## src/rtl/scrb_pkg.sv

```systemverilog
package scrb_pkg;

  // Serial word layout
  localparam int WORD_BITS = 24;
  localparam int DATA_BITS = 20;
  localparam int ADDR_BITS = 4;

  // Register addresses
  localparam logic [3:0] ADDR_COUNTER = 4'h1;
  localparam logic [3:0] ADDR_PUMP = 4'h2;
  localparam logic [3:0] ADDR_REFPRE = 4'h3;
  localparam logic [3:0] ADDR_FUNC = 4'h4;
  localparam logic [3:0] ADDR_GENOUT = 4'h5;

  // Counter word fields
  localparam int PROGR_LSB = 6;
  localparam int PROGR_W = 13;
  localparam int SWLLW_LSB = 0;
  localparam int SWLLW_W = 6;
  // Pump current fields
  localparam int PBOOST_LSB = 6;
  localparam int PNORM_LSB = 0;
  localparam int PUMP_W = 4;
  // Reference / prescaler fields
  localparam int DMOD_LSB = 14;
  localparam int DMOD_W = 2;
  localparam int INDIV_LSB = 0;
  localparam int INDIV_W = 14;
  // Function fields
  localparam int LCSEL_LSB = 17;
  localparam int BOOST_EN_BIT = 16;
  localparam int PFLOAT_BIT = 15;
  localparam int PSIGN_BIT = 14;
  localparam int LDSEL_BIT = 13;
  localparam int BTIMER_LSB = 0;
  localparam int BTIMER_W = 13;
  // General outputs
  localparam int GENOUT_TWO_BIT = 1;
  localparam int GENOUT_ONE_BIT = 0;

  // Pump code: 0..7 gives (code+1) units, 8 gives half a unit
  localparam logic [3:0] PUMP_HALF_CODE = 4'h8;
  localparam logic [4:0] PUMP_HALF_UNITS2 = 5'h01;

  // Dual-modulus codes
  localparam logic [1:0] DMOD_BAD = 2'h0;
  localparam logic [1:0] DMOD_16 = 2'h1;
  localparam logic [1:0] DMOD_32 = 2'h2;
  localparam logic [1:0] DMOD_64 = 2'h3;

  // Reset values; the real part has none, zero is our defined choice
  localparam logic [19:0] REG_RST = 20'h00000;

  typedef struct packed {
    logic [12:0] progr_count;
    logic [5:0] swllw_cnt;
  } scrb_counter_t;

  typedef struct packed {
    logic [3:0] pump_boost;
    logic [3:0] pump_normal;
  } scrb_pump_t;

  typedef struct packed {
    logic [1:0] dual_mod_ratio;
    logic [13:0] input_div;
  } scrb_refpre_t;

  typedef struct packed {
    logic [1:0] lock_count_sel;
    logic boost_enable;
    logic pump_float;
    logic pump_sign;
    logic lock_detect_sel;
    logic [12:0] boost_timer;
  } scrb_func_t;

  typedef struct packed {
    logic gen_out_two;
    logic gen_out_one;
  } scrb_genout_t;

  // Data is shifted in first, so it sits above the address
  typedef struct packed {
    logic [19:0] data;
    logic [3:0] addr;
  } scrb_word_t;

endpackage

```

## src/rtl/scrb_config_bank.sv

```systemverilog
`timescale 1ns/1ps
// What this block does
// - Five write-only 20-bit registers at addresses 0x01 to 0x05, 4-bit address.
// - Counter word: bit 19 zero, progr_count bits 18:6, swllw_cnt bits 5:0.
// - Pump register: pump_boost bits 9:6, pump_normal bits 3:0, rest zero.
// - pump_normal sets normal current; pump_boost only during fast lockup.
// - Codes 0-7 give unit times code plus one; code 8 gives half unit.
// - Ref register: dual_mod_ratio bits 15:14, input_div bits 13:0, top zero.
// - Function register: lock count, boost enable, float, sign, lock select, timer.
// - 0x02 and 0x03 are buffered and applied with the next 0x01 write.
// - 0x04 and 0x05 take effect at once, leaving buffers alone.
// - Counter setting applies at the load strobe rise ending the 0x01 write.
// - Modulus code 01 is 16/17, 10 is 32/33, 11 is 64/65, 00 barred.
// - General output bit 1 drives gen_out_two, bit 0 gen_out_one.
module scrb_config_bank (
  // System
  input wire logic clk_i,
  input wire logic sys_rst_i,
  // Three-wire serial port
  input wire logic ser_clk_i,
  input wire logic ser_data_i,
  input wire logic load_strobe_i,
  // Applied counter and pump settings
  output logic [12:0] progr_count_o,
  output logic [5:0] swllw_cnt_o,
  output logic [3:0] pump_normal_o,
  output logic [3:0] pump_boost_o,
  output logic [4:0] pump_normal_half_units_o,
  output logic [4:0] pump_boost_half_units_o,
  // Applied reference and prescaler
  output logic [1:0] dual_mod_ratio_o,
  output logic [6:0] prescale_p_o,
  output logic [13:0] input_div_o,
  // Function settings
  output logic [1:0] lock_count_sel_o,
  output logic boost_enable_o,
  output logic pump_float_o,
  output logic pump_sign_o,
  output logic lock_detect_sel_o,
  output logic [12:0] boost_timer_o,
  // Pins and events
  output logic gen_out_one_o,
  output logic gen_out_two_o,
  output logic freq_update_o
);

  scrb_pkg::scrb_word_t rx_word;
  logic rx_vld;

  // Buffered staging copies
  scrb_pkg::scrb_pump_t pump_buf_ff;
  scrb_pkg::scrb_pump_t nxt_pump_buf;
  scrb_pkg::scrb_refpre_t ref_buf_ff;
  scrb_pkg::scrb_refpre_t nxt_ref_buf;
  // Applied copies
  scrb_pkg::scrb_counter_t cnt_ff;
  scrb_pkg::scrb_counter_t nxt_cnt;
  scrb_pkg::scrb_pump_t pump_ff;
  scrb_pkg::scrb_pump_t nxt_pump;
  scrb_pkg::scrb_refpre_t ref_ff;
  scrb_pkg::scrb_refpre_t nxt_ref;
  scrb_pkg::scrb_func_t func_ff;
  scrb_pkg::scrb_func_t nxt_func;
  scrb_pkg::scrb_genout_t genout_ff;
  scrb_pkg::scrb_genout_t nxt_genout;
  logic upd_ff;
  logic nxt_upd;

  // Pump code to current in half units of the minimum step
  function automatic logic [4:0] pump_half_units(input logic [3:0] code);
    logic [4:0] res;
    res = 5'h00;
    if (code == scrb_pkg::PUMP_HALF_CODE) begin
      res = scrb_pkg::PUMP_HALF_UNITS2;
    end else if (!code[3]) begin
      res = {1'b0, code} + 5'h01;
      res = {res[3:0], 1'b0};
    end
    return res;
  endfunction

  // Modulus code to prescaler P; barred code reads as zero
  function automatic logic [6:0] prescale_of(input logic [1:0] code);
    logic [6:0] p;
    p = 7'h00;
    unique case (code)
      scrb_pkg::DMOD_16: p = 7'h10;
      scrb_pkg::DMOD_32: p = 7'h20;
      scrb_pkg::DMOD_64: p = 7'h40;
      scrb_pkg::DMOD_BAD: p = 7'h00;
    endcase
    return p;
  endfunction

  scrb_serial_rx #(
    .WORD_W(scrb_pkg::WORD_BITS)
  ) u_rx (
    .clk_i(clk_i),
    .sys_rst_i(sys_rst_i),
    .ser_clk_i(ser_clk_i),
    .ser_data_i(ser_data_i),
    .load_strobe_i(load_strobe_i),
    .word_vld_o(rx_vld),
    .word_o(rx_word)
  );

  // Only named fields are picked out, so fixed-zero bits are dropped
  always_comb begin
    nxt_pump_buf = pump_buf_ff;
    nxt_ref_buf = ref_buf_ff;
    nxt_cnt = cnt_ff;
    nxt_pump = pump_ff;
    nxt_ref = ref_ff;
    nxt_func = func_ff;
    nxt_genout = genout_ff;
    nxt_upd = 1'b0;
    if (rx_vld) begin
      unique case (rx_word.addr)
        scrb_pkg::ADDR_COUNTER: begin
          nxt_cnt.progr_count =
            rx_word.data[scrb_pkg::PROGR_LSB +: scrb_pkg::PROGR_W];
          nxt_cnt.swllw_cnt =
            rx_word.data[scrb_pkg::SWLLW_LSB +: scrb_pkg::SWLLW_W];
          // Staged words go live together with the counter word
          nxt_pump = pump_buf_ff;
          nxt_ref = ref_buf_ff;
          nxt_upd = 1'b1;
        end
        scrb_pkg::ADDR_PUMP: begin
          nxt_pump_buf.pump_boost =
            rx_word.data[scrb_pkg::PBOOST_LSB +: scrb_pkg::PUMP_W];
          nxt_pump_buf.pump_normal =
            rx_word.data[scrb_pkg::PNORM_LSB +: scrb_pkg::PUMP_W];
        end
        scrb_pkg::ADDR_REFPRE: begin
          nxt_ref_buf.dual_mod_ratio =
            rx_word.data[scrb_pkg::DMOD_LSB +: scrb_pkg::DMOD_W];
          nxt_ref_buf.input_div =
            rx_word.data[scrb_pkg::INDIV_LSB +: scrb_pkg::INDIV_W];
        end
        scrb_pkg::ADDR_FUNC: begin
          nxt_func.lock_count_sel = rx_word.data[scrb_pkg::LCSEL_LSB +: 2];
          nxt_func.boost_enable = rx_word.data[scrb_pkg::BOOST_EN_BIT];
          nxt_func.pump_float = rx_word.data[scrb_pkg::PFLOAT_BIT];
          nxt_func.pump_sign = rx_word.data[scrb_pkg::PSIGN_BIT];
          nxt_func.lock_detect_sel = rx_word.data[scrb_pkg::LDSEL_BIT];
          nxt_func.boost_timer =
            rx_word.data[scrb_pkg::BTIMER_LSB +: scrb_pkg::BTIMER_W];
        end
        scrb_pkg::ADDR_GENOUT: begin
          nxt_genout.gen_out_two = rx_word.data[scrb_pkg::GENOUT_TWO_BIT];
          nxt_genout.gen_out_one = rx_word.data[scrb_pkg::GENOUT_ONE_BIT];
        end
        // Unmapped addresses dropped so nothing else is touched
        default: nxt_upd = 1'b0;
      endcase
    end
  end

  // Real part has undefined power-up state; reset to zero keeps sims clean
  always_ff @(posedge clk_i) begin
    if (sys_rst_i) begin
      pump_buf_ff <= '0;
      ref_buf_ff <= '0;
      cnt_ff <= '0;
      pump_ff <= '0;
      ref_ff <= '0;
      func_ff <= '0;
      genout_ff <= '0;
      upd_ff <= 1'b0;
    end else begin
      pump_buf_ff <= nxt_pump_buf;
      ref_buf_ff <= nxt_ref_buf;
      cnt_ff <= nxt_cnt;
      pump_ff <= nxt_pump;
      ref_ff <= nxt_ref;
      func_ff <= nxt_func;
      genout_ff <= nxt_genout;
      upd_ff <= nxt_upd;
    end
  end

  assign progr_count_o = cnt_ff.progr_count;
  assign swllw_cnt_o = cnt_ff.swllw_cnt;
  assign pump_normal_o = pump_ff.pump_normal;
  assign pump_boost_o = pump_ff.pump_boost;
  assign pump_normal_half_units_o = pump_half_units(pump_ff.pump_normal);
  assign pump_boost_half_units_o = pump_half_units(pump_ff.pump_boost);
  assign dual_mod_ratio_o = ref_ff.dual_mod_ratio;
  assign prescale_p_o = prescale_of(ref_ff.dual_mod_ratio);
  assign input_div_o = ref_ff.input_div;
  assign lock_count_sel_o = func_ff.lock_count_sel;
  assign boost_enable_o = func_ff.boost_enable;
  assign pump_float_o = func_ff.pump_float;
  assign pump_sign_o = func_ff.pump_sign;
  assign lock_detect_sel_o = func_ff.lock_detect_sel;
  assign boost_timer_o = func_ff.boost_timer;
  assign gen_out_one_o = genout_ff.gen_out_one;
  assign gen_out_two_o = genout_ff.gen_out_two;
  assign freq_update_o = upd_ff;

endmodule

```

## src/rtl/scrb_serial_rx.sv

```systemverilog
`timescale 1ns/1ps
module scrb_serial_rx #(
  parameter int WORD_W = 24
) (
  // System
  input wire logic clk_i,
  input wire logic sys_rst_i,
  // Pins, asynchronous
  input wire logic ser_clk_i,
  input wire logic ser_data_i,
  input wire logic load_strobe_i,
  // Received word
  output logic word_vld_o,
  output logic [WORD_W-1:0] word_o
);

  logic [2:0] clk_sync_ff;
  logic [2:0] nxt_clk_sync;
  logic [2:0] strobe_sync_ff;
  logic [2:0] nxt_strobe_sync;
  logic [1:0] dat_sync_ff;
  logic [1:0] nxt_dat_sync;
  logic [WORD_W-1:0] shift_ff;
  logic [WORD_W-1:0] nxt_shift;
  logic [WORD_W-1:0] word_ff;
  logic [WORD_W-1:0] nxt_word;
  logic vld_ff;
  logic nxt_vld;
  logic clk_rise;
  logic strobe_rise;

  // Edges judged on stages two and three only; stage one feeds stage two alone
  always_comb begin
    nxt_clk_sync = {clk_sync_ff[1:0], ser_clk_i};
    nxt_strobe_sync = {strobe_sync_ff[1:0], load_strobe_i};
    nxt_dat_sync = {dat_sync_ff[0], ser_data_i};
    clk_rise = clk_sync_ff[1] & ~clk_sync_ff[2];
    strobe_rise = strobe_sync_ff[1] & ~strobe_sync_ff[2];
    nxt_shift = shift_ff;
    nxt_word = word_ff;
    nxt_vld = 1'b0;
    // Data delayed like the clock, so it is sampled as of the clock rise
    if (clk_rise) begin
      nxt_shift = {shift_ff[WORD_W-2:0], dat_sync_ff[1]};
    end
    if (strobe_rise) begin
      nxt_word = shift_ff;
      nxt_vld = 1'b1;
    end
  end

  always_ff @(posedge clk_i) begin
    if (sys_rst_i) begin
      clk_sync_ff <= 3'h0;
      strobe_sync_ff <= 3'h0;
      dat_sync_ff <= 2'h0;
      shift_ff <= '0;
      word_ff <= '0;
      vld_ff <= 1'b0;
    end else begin
      clk_sync_ff <= nxt_clk_sync;
      strobe_sync_ff <= nxt_strobe_sync;
      dat_sync_ff <= nxt_dat_sync;
      shift_ff <= nxt_shift;
      word_ff <= nxt_word;
      vld_ff <= nxt_vld;
    end
  end

  assign word_vld_o = vld_ff;
  assign word_o = word_ff;

endmodule

```

## config.mk

```make
export PLATFORM = sky130hd
export DESIGN_NAME = scrb_config_bank
export DESIGN_NICKNAME = d
export VERILOG_FILES = /design/src/rtl/scrb_pkg.sv /design/src/rtl/scrb_config_bank.sv /design/src/rtl/scrb_serial_rx.sv
export SDC_FILE = /design/constraint.sdc
export NUM_CORES = 1
export LEC_CHECK = 0
export ABC_AREA = 1
export BUFFER_PORTS_ARGS = -buffer_cell sky130_fd_sc_hd__buf_2
export CAP_MARGIN = 20
export CORE_UTILIZATION = 40
export CTS_CLUSTER_DIAMETER = 100
export DETAILED_ROUTE_END_ITERATION = 10
export PLACE_DENSITY = 0.57
export SYNTH_ARGS = -nofsm -noshare
export SYNTH_HDL_FRONTEND = slang
export SYNTH_SLANG_ARGS = --single-unit
```

## constraint.sdc

```tcl
create_clock -name clk_i -period 1.59 [get_ports clk_i]
set_input_delay 0.2385 -clock clk_i [delete_from_list [all_inputs] [get_ports clk_i]]
set_output_delay 0.2385 -clock clk_i [all_outputs]
set_load 0.03 [all_outputs]
```

==> impl_metrics.xml, run 1 <==
<?xml version="1.0" encoding="UTF-8"?>
<metrics>
  <group name="floorplanning">
    <metric name="floorplan.initialDensity" unit="%">41.69</metric>
    <metric name="rows" unit="">43</metric>
    <metric name="core" unit="µm²">14100</metric>
    <metric name="die_wd" unit="µm">123.2</metric>
    <metric name="io_pins" unit="">87</metric>
    <metric name="die_height" unit="µm">123.2</metric>
    <metric name="floorplan.die_area" unit="µm²">15180</metric>
  </group>
  <group name="place">
    <metric name="place_area" unit="µm²">6466</metric>
    <metric name="io_buffer_count" unit="">82</metric>
    <metric name="place.gp.congestion" unit="">0.7851</metric>
    <metric name="dpl.hpwl" unit="mm">9.303</metric>
    <metric name="dp.cells" unit="">1037</metric>
  </group>
  <group name="route">
    <metric name="wl_per_cell" unit="µm">13.22</metric>
    <metric name="wl" unit="mm">14.14</metric>
    <metric name="drt_first_pass_iters" unit="">5</metric>
    <metric name="initial_detailed_routing_violation_count" unit="">330</metric>
    <metric name="drcViolationCount" unit="">0</metric>
    <metric name="routed-via-count" unit="">5160</metric>
    <metric name="drt-vias-per-instance" unit="">4.822</metric>
    <metric name="ant_nets" unit="">0</metric>
  </group>
  <group name="worst_setup_path">
    <metric name="critPathRequiredTime" unit="ns">1.35</metric>
    <metric name="setup.worst_path.start" unit="">pump_boost_o[0]$_SDFFE_PP0P_</metric>
    <metric name="timing.reg2reg.setup_slack" unit="ns">0.18</metric>
    <metric name="cp.arrival" unit="ns">1.36</metric>
    <metric name="worst_setup_path_start_kind" unit="">register</metric>
    <metric name="critical_path.reg2reg.endpoint" unit="">boost_timer_o[4]$_SDFFE_PP0P_</metric>
    <metric name="timing.critical_path.to" unit="">pump_boost_half_units_o[2]</metric>
    <metric name="cp_class" unit="">register to output port</metric>
    <metric name="critical_path.endpoint_type" unit="">output port</metric>
    <metric name="worstReg2RegStart" unit="">u_rx.word_o[1]$_SDFFE_PP0P_</metric>
    <metric name="r2r_cells" unit="">4</metric>
    <metric name="crit_fanout" unit="">3</metric>
  </group>
  <group name="timing">
    <metric name="setup_viol_count_final" unit="">1</metric>
    <metric name="clock-skew-final" unit="ns">0.007861</metric>
    <metric name="worstMarginPinSlew" unit="ns">0.7329</metric>
    <metric name="timing_hold_violations_final" unit="">0</metric>
    <metric name="slew-limit-headroom" unit="%">51.08</metric>
    <metric name="grt_setup_unrepaired" unit="">yes</metric>
    <metric name="finalMaxSlewViolations" unit="">0</metric>
    <metric name="setup_ws" unit="ns">-0.008593</metric>
    <metric name="min_period_over_period" unit="%">100.5</metric>
    <metric name="max_clock_freq" unit="MHz">625.6</metric>
    <metric name="final.setup.tns" unit="ns">-0.008593</metric>
    <metric name="worst_hold_slack" unit="ns">0.01893</metric>
    <metric name="period_minus_slack" unit="ns">1.599</metric>
  </group>
  <group name="status">
    <metric name="status" unit="">complete, but fails checks</metric>
    <metric name="violations" unit="">negative setup slack</metric>
  </group>
  <group name="min_path">
    <metric name="min-delay-path-class" unit="">input pin to register</metric>
    <metric name="whs_path_depth" unit="">3</metric>
  </group>
  <group name="synthesis">
    <metric name="synth-compound-area-share" unit="%">9.708</metric>
    <metric name="synth_most_common_cell" unit="">sky130_fd_sc_hd__nor2_1</metric>
    <metric name="synth.area.mux_share" unit="%">0</metric>
    <metric name="top_reg_cell_synth" unit="">sky130_fd_sc_hd__dfxtp_1</metric>
    <metric name="synth.lib_cells_used.distinct" unit="">21</metric>
    <metric name="postSynthAreaPerCell" unit="µm²">7.220</metric>
    <metric name="yosysSeqAreaShare" unit="%">49.05</metric>
    <metric name="async_reset_ff_share" unit="%">0</metric>
    <metric name="post-synth-top-area-cell" unit="">sky130_fd_sc_hd__dfxtp_1</metric>
    <metric name="synth-edff-count" unit="">0</metric>
    <metric name="synthesis.instances" unit="">814</metric>
    <metric name="ys_top_cells_by_count" unit="">177 x sky130_fd_sc_hd__nor2_1, 144 x sky130_fd_sc_hd__dfxtp_1, 120 x sky130_fd_sc_hd__nand2_1, 92 x sky130_fd_sc_hd__inv_1, 68 x sky130_fd_sc_hd__a21oi_1</metric>
    <metric name="total_standard_cell_area_after_synthesis" unit="µm²">5877</metric>
    <metric name="synth-warning-count" unit="">0</metric>
    <metric name="yosys_register_bits" unit="">144</metric>
    <metric name="synth.area.top_cells" unit="">sky130_fd_sc_hd__dfxtp_1 49%, sky130_fd_sc_hd__nor2_1 11%, sky130_fd_sc_hd__nand2_1 7.7%</metric>
    <metric name="synth_fa_ha_area_share" unit="%">0.8516</metric>
    <metric name="synth_top_family_by_area" unit="">simple AND/OR/NAND/NOR gates</metric>
    <metric name="post_synth_and_or_nand_nor_area_fraction" unit="%">28.81</metric>
    <metric name="post_synth_xor_area_fraction" unit="%">0.2981</metric>
    <metric name="netlist.area_leader.share" unit="%">49.05</metric>
  </group>
  <group name="global_routing">
    <metric name="globalRouteTotalUtil" unit="%">19.14</metric>
    <metric name="grt_pass1_wl" unit="mm">22.22</metric>
    <metric name="global_route.overflow_total" unit="">0</metric>
    <metric name="grt_pass1_vias" unit="">4529</metric>
    <metric name="antenna_found_initial" unit="">0</metric>
    <metric name="grt_start_max_net_pins" unit="">69</metric>
  </group>
  <group name="clock_network">
    <metric name="hold_buffer_count_at_cts" unit="">0</metric>
    <metric name="cts_tree" unit="">built</metric>
    <metric name="h-tree-depth" unit="">4</metric>
    <metric name="cts_buffer_depth" unit="">2</metric>
    <metric name="cts-buffers-inserted" unit="">17</metric>
    <metric name="worst_setup_hold_path_clk_slew" unit="ns">0.06</metric>
    <metric name="clk_sink_count" unit="">144</metric>
    <metric name="cts-root-buf" unit="">sky130_fd_sc_hd__clkbuf_16</metric>
    <metric name="clock_insertion_delay_worst_skew" unit="ns">0.42</metric>
  </group>
  <group name="finish">
    <metric name="area_growth_syn_to_layout" unit="%">21.50</metric>
    <metric name="stdcell_area" unit="µm²">7141</metric>
    <metric name="post-route-util" unit="%">50.66</metric>
    <metric name="finalNetCount" unit="">889</metric>
    <metric name="n_fill_cell" unit="">1406</metric>
    <metric name="post_layout_nonfiller_instances" unit="">1070</metric>
    <metric name="drive_gt1_share" unit="%">17.30</metric>
    <metric name="antenna_cells" unit="">0</metric>
  </group>
  <group name="power">
    <metric name="pwr_cell_area" unit="nW/µm²">1124</metric>
    <metric name="power_leakage" unit="nW">3.247</metric>
    <metric name="ir_drop" unit="mV">0.6291</metric>
  </group>
  <group name="job">
    <metric name="maxCapViolCount" unit="">0</metric>
  </group>
</metrics>
[cells by family (layout without fill, tap and decap cells)]
kind of cell / after synthesis / in the layout
compound gates: 114 / 114
xor+xnor: 2 / 2
fa+ha+maj: 4 / 4
buf+inv: 154 / 227
flops: 144 / 144
other cells: 1 / 4
simple gates: 395 / 395
[routing by layer]
metal  part of all wire [%]  GRT usage (%)
met3                    4.2          5.673
met4                    1.6          7.982
met2                     48          30.87
met5                      0              0
met1                     46          23.75
[placed cells by master, fill, tap and decap left out]
| cell | count |
|---|---|
| sky130_fd_sc_hd__bufinv_16 | 2 |
| sky130_fd_sc_hd__nand3_2 | 1 |
| sky130_fd_sc_hd__clkbuf_8 | 2 |
| sky130_fd_sc_hd__a21oi_1 | 68 |
| sky130_fd_sc_hd__nor2_4 | 4 |
| sky130_fd_sc_hd__inv_2 | 7 |
| sky130_fd_sc_hd__dfxtp_4 | 4 |
| sky130_fd_sc_hd__xnor2_1 | 1 |
| sky130_fd_sc_hd__nand3_4 | 1 |
| sky130_fd_sc_hd__buf_12 | 9 |
| sky130_fd_sc_hd__o21ai_0 | 46 |
| sky130_fd_sc_hd__buf_6 | 1 |
| sky130_fd_sc_hd__ha_4 | 3 |
| sky130_fd_sc_hd__dfxtp_1 | 140 |
| sky130_fd_sc_hd__xnor2_2 | 1 |
| sky130_fd_sc_hd__clkbuf_16 | 17 |
| sky130_fd_sc_hd__nand3_1 | 48 |
| sky130_fd_sc_hd__nand4_1 | 43 |
| sky130_fd_sc_hd__conb_1 | 4 |
| sky130_fd_sc_hd__buf_2 | 77 |
| sky130_fd_sc_hd__buf_4 | 17 |
| sky130_fd_sc_hd__nor2_2 | 2 |
| sky130_fd_sc_hd__nand2_1 | 120 |
| sky130_fd_sc_hd__clkinv_2 | 3 |
| sky130_fd_sc_hd__clkbuf_1 | 4 |
| sky130_fd_sc_hd__nor2_1 | 176 |
| sky130_fd_sc_hd__ha_2 | 1 |
| sky130_fd_sc_hd__inv_1 | 86 |
| sky130_fd_sc_hd__clkinvlp_4 | 2 |
[power by group]
group | total [mW] | internal (mW) | switching [mW]
sequential | 3.72 | 3.68 | 0.0414
combinational | 0.527 | 0.154 | 0.372
clock | 3.78 | 2.36 | 1.42
total | 8.02 | 6.19 | 1.83
[cell type report]
class | count | area [µm²] | share of cell area, %
clock inverter | 6 | 85.08 | 1.192
clock buffer | 23 | 467.9 | 6.553
inverter | 94 | 354.1 | 4.959
sequential | 144 | 2898 | 40.58
timing repair buffer | 104 | 704.4 | 9.865
tap | 180 | 225.2 | 3.154
multi-input combinational | 519 | 2406 | 33.70
[worst min path at each step]
stage | startpoint | to | slack (ns)
5_1_grt | ser_data_i | u_rx.dat_sync_ff[0]$_SDFF_PP0_ | 0.008
6_report | ser_data_i | u_rx.dat_sync_ff[0]$_SDFF_PP0_ | 0.02
4_1_cts | ser_data_i | u_rx.dat_sync_ff[0]$_SDFF_PP0_ | 0.002
2_1_floorplan | ser_clk_i | u_rx.clk_sync_ff[0]$_SDFF_PP0_ | 0.35
3_5_place_dp | u_rx.dat_sync_ff[0]$_SDFF_PP0_ | u_rx.dat_sync_ff[1]$_SDFF_PP0_ | 0.40
3_3_place_gp | u_rx.dat_sync_ff[0]$_SDFF_PP0_ | u_rx.dat_sync_ff[1]$_SDFF_PP0_ | 0.39
[repair_timing]
| action | CTS | global route |
|---|---|---|
| pin swaps | 3 | 4 |
| endpoints found under the setup margin | 6 | 6 |
| setup buffers | 4 | 0 |
| cloned | 0 | 0 |
| resized for setup | 18 | 12 |
[worst max-delay path, stage by stage (launching register included)]
cell                      delay [ns]
sky130_fd_sc_hd__dfxtp_4        0.37
sky130_fd_sc_hd__inv_2          0.05
sky130_fd_sc_hd__ha_4           0.25
sky130_fd_sc_hd__inv_2          0.02
sky130_fd_sc_hd__nor2_1         0.08
sky130_fd_sc_hd__buf_4          0.16
[per-stage QoR]
stage / power (mW) / setup slack (ns)
3_3_place_gp: 4.318 / 0.2226
2_1_floorplan: 4.173 / 0.01333
4_1_cts: 8.116 / -0.02442
6_report: 8.025 / -0.008593
5_1_grt: 8.326 / -0.07352
3_5_place_dp: 4.327 / 0.1476
[state kept, by name, indices dropped and copies added, names as in the netlist, 4 cells and up]
name and count:
pump_boost_o 4, progr_count_o 13, pump_normal_o 4, boost_timer_o 13, swllw_cnt_o 6, ref_buf_ff 16
input_div_o 14, u_rx.word_o 23, pump_buf_ff 8, u_rx.shift_ff 23
Power figures use the tool's default switching activity.
==> run 2, diff against run 1 <==
--- a/config.mk
+++ b/config.mk
@@ -13,2 +13,3 @@
 export DETAILED_ROUTE_END_ITERATION = 10
+export MAX_ROUTING_LAYER = met4
 export PLACE_DENSITY = 0.57
--- a/constraint.sdc
+++ b/constraint.sdc
@@ -3,2 +3,2 @@
 set_output_delay 0.2385 -clock clk_i [all_outputs]
-set_load 0.03 [all_outputs]
+set_load 0.005 [all_outputs]
==> impl_metrics.xml, run 2 (synthesis results as in run 1) <==
<?xml version="1.0" encoding="UTF-8"?>
<metrics>
  <group name="finish">
    <metric name="area_growth_syn_to_layout" unit="%">21.03</metric>
    <metric name="finalNetCount" unit="">883</metric>
    <metric name="layout.cells.most_common_list" unit="">177 x sky130_fd_sc_hd__nor2_1, 140 x sky130_fd_sc_hd__dfxtp_1, 120 x sky130_fd_sc_hd__nand2_1</metric>
    <metric name="drive_gt1_share" unit="%">16.01</metric>
    <metric name="antenna_cells" unit="">0</metric>
    <metric name="post_layout_nonfiller_instances" unit="">1067</metric>
    <metric name="n_fill_cell" unit="">1438</metric>
    <metric name="post-route-util" unit="%">50.46</metric>
    <metric name="final_common_cell" unit="">sky130_fd_sc_hd__nor2_1</metric>
  </group>
  <group name="timing">
    <metric name="period_minus_slack" unit="ns">1.547</metric>
    <metric name="finalMaxSlewViolations" unit="">0</metric>
    <metric name="clock-skew-final" unit="ns">0.007276</metric>
    <metric name="min_period_over_period" unit="%">97.27</metric>
    <metric name="grt_setup_unrepaired" unit="">yes</metric>
    <metric name="max_clock_freq" unit="MHz">646.6</metric>
    <metric name="worst_hold_slack" unit="ns">0.02186</metric>
    <metric name="worstMarginPinSlew" unit="ns">0.6891</metric>
    <metric name="slew-limit-headroom" unit="%">54.01</metric>
    <metric name="setup_viol_count_final" unit="">0</metric>
    <metric name="timing_hold_violations_final" unit="">0</metric>
  </group>
  <group name="route">
    <metric name="wl_per_cell" unit="µm">13.04</metric>
    <metric name="drcViolationCount" unit="">0</metric>
    <metric name="routed-via-count" unit="">5124</metric>
    <metric name="drt-vias-per-instance" unit="">4.802</metric>
    <metric name="ant_nets" unit="">0</metric>
    <metric name="wl" unit="mm">13.92</metric>
    <metric name="drt_first_pass_iters" unit="">5</metric>
    <metric name="initial_detailed_routing_violation_count" unit="">289</metric>
  </group>
  <group name="place">
    <metric name="io_buffer_count" unit="">82</metric>
    <metric name="place.gp.congestion" unit="">0.7860</metric>
    <metric name="dp.cells" unit="">1033</metric>
    <metric name="dpl.hpwl" unit="mm">9.195</metric>
  </group>
  <group name="floorplanning">
    <metric name="die_height" unit="µm">123.2</metric>
    <metric name="rows" unit="">43</metric>
    <metric name="core" unit="µm²">14100</metric>
    <metric name="floorplan.die_area" unit="µm²">15180</metric>
    <metric name="io_pins" unit="">87</metric>
    <metric name="die_wd" unit="µm">123.2</metric>
    <metric name="floorplan.initialDensity" unit="%">41.69</metric>
  </group>
  <group name="worst_setup_path">
    <metric name="worst_setup_path_start_kind" unit="">register</metric>
    <metric name="critical_path.endpoint_type" unit="">output port</metric>
    <metric name="cp_class" unit="">register to output port</metric>
    <metric name="critPathRequiredTime" unit="ns">1.35</metric>
    <metric name="cp.arrival" unit="ns">1.31</metric>
    <metric name="crit_fanout" unit="">5</metric>
  </group>
  <group name="clock_network">
    <metric name="cts-root-buf" unit="">sky130_fd_sc_hd__clkbuf_16</metric>
    <metric name="cts-buffers-inserted" unit="">17</metric>
    <metric name="worst_setup_hold_path_clk_slew" unit="ns">0.06</metric>
    <metric name="cts_tree" unit="">built</metric>
    <metric name="cts_buffer_depth" unit="">2</metric>
    <metric name="h-tree-depth" unit="">4</metric>
    <metric name="clock_insertion_delay_worst_skew" unit="ns">0.42</metric>
    <metric name="clk_sink_count" unit="">144</metric>
  </group>
  <group name="power">
    <metric name="pwr_cell_area" unit="nW/µm²">1191</metric>
    <metric name="power_leakage" unit="nW">3.263</metric>
    <metric name="ir_drop" unit="mV">0.7135</metric>
    <metric name="total_power" unit="mW">8.473</metric>
  </group>
  <group name="global_routing">
    <metric name="grt_start_max_net_pins" unit="">69</metric>
    <metric name="globalRouteTotalUtil" unit="%">19.86</metric>
    <metric name="grt_pass1_vias" unit="">4625</metric>
    <metric name="grt_pass1_wl" unit="mm">22.49</metric>
    <metric name="antenna_found_initial" unit="">0</metric>
    <metric name="global_route.overflow_total" unit="">0</metric>
  </group>
  <group name="min_path">
    <metric name="min-delay-path-class" unit="">input pin to register</metric>
  </group>
  <group name="status">
    <metric name="status" unit="">finished clean</metric>
  </group>
  <group name="job">
    <metric name="maxCapViolCount" unit="">0</metric>
  </group>
</metrics>
[run 2: cell types whose count changed in the layout (fill, tap and decap cells not counted), sizes merged]
cell / delta
buf: -6
clkinv: +1
bufinv: +2
[run 2: path summary, 6_finish.rpt]
check                                                     from  slack, ns                        endpoint  cells past startpoint
worst max-delay path             pump_normal_o[1]$_SDFFE_PP0P_       0.04     pump_normal_half_units_o[2]                      5
worst min-delay path                                ser_data_i       0.02  u_rx.dat_sync_ff[0]$_SDFF_PP0_                      3
worst max register to register     u_rx.word_o[2]$_SDFFE_PP0P_       0.16     pump_buf_ff[2]$_SDFFE_PP0P_                      5
worst min register to register  u_rx.dat_sync_ff[0]$_SDFF_PP0_       0.41  u_rx.dat_sync_ff[1]$_SDFF_PP0_                      2
[run 2: per-stage QoR]
step	area [µm²]	worst slack, ns	setup TNS [ns]
2_1_floorplan	5888	0.4487	0
3_3_place_gp	6424	0.2407	0
3_5_place_dp	6424	0.1996	0
4_1_cts	7073	0.001177	0
5_1_grt	7113	-0.02140	-0.02167
6_report	7113	0.04341	0
[run 2: per-layer routing]
layer  global-route usage, %  vias to the layer above  part of all wire (%)
met5                       -                        -                     0
met4                   7.831                        0                   1.3
met3                   4.843                       16                   4.0
met2                   32.40                       94                    48
met1                   23.51                     2327                    46
li1                        -                     2687                     -
[run 2: critical path, cell delays in order (launching register included)]
cell and delay (ns):
sky130_fd_sc_hd__dfxtp_4 0.36, sky130_fd_sc_hd__inv_1 0.04, sky130_fd_sc_hd__ha_1 0.26, sky130_fd_sc_hd__inv_1 0.04, sky130_fd_sc_hd__nor2_1 0.08, sky130_fd_sc_hd__buf_2 0.12
[run 2: where the power goes]
group,switching [mW],internal (mW)
registers,0.0418,3.68
logic,0.337,0.140
clock network,1.49,2.79
[run 2: layout make-up]
class | instances | area (µm²) | share of cell area (%)
Clock buffer | 23 | 488.0 | 6.860
Clock inverter | 9 | 153.9 | 2.164
Inverter | 94 | 354.1 | 4.978
Multi-Input combinational cell | 519 | 2364 | 33.23
Sequential cell | 144 | 2898 | 40.74
Tap cell | 180 | 225.2 | 3.166
Timing Repair Buffer | 98 | 630.6 | 8.865
[run 2: repair_timing]
item,in CTS,in global routing
hold buffers,0,0
resized for setup,5,6
setup endpoints to repair,2,4
setup buffers,0,2
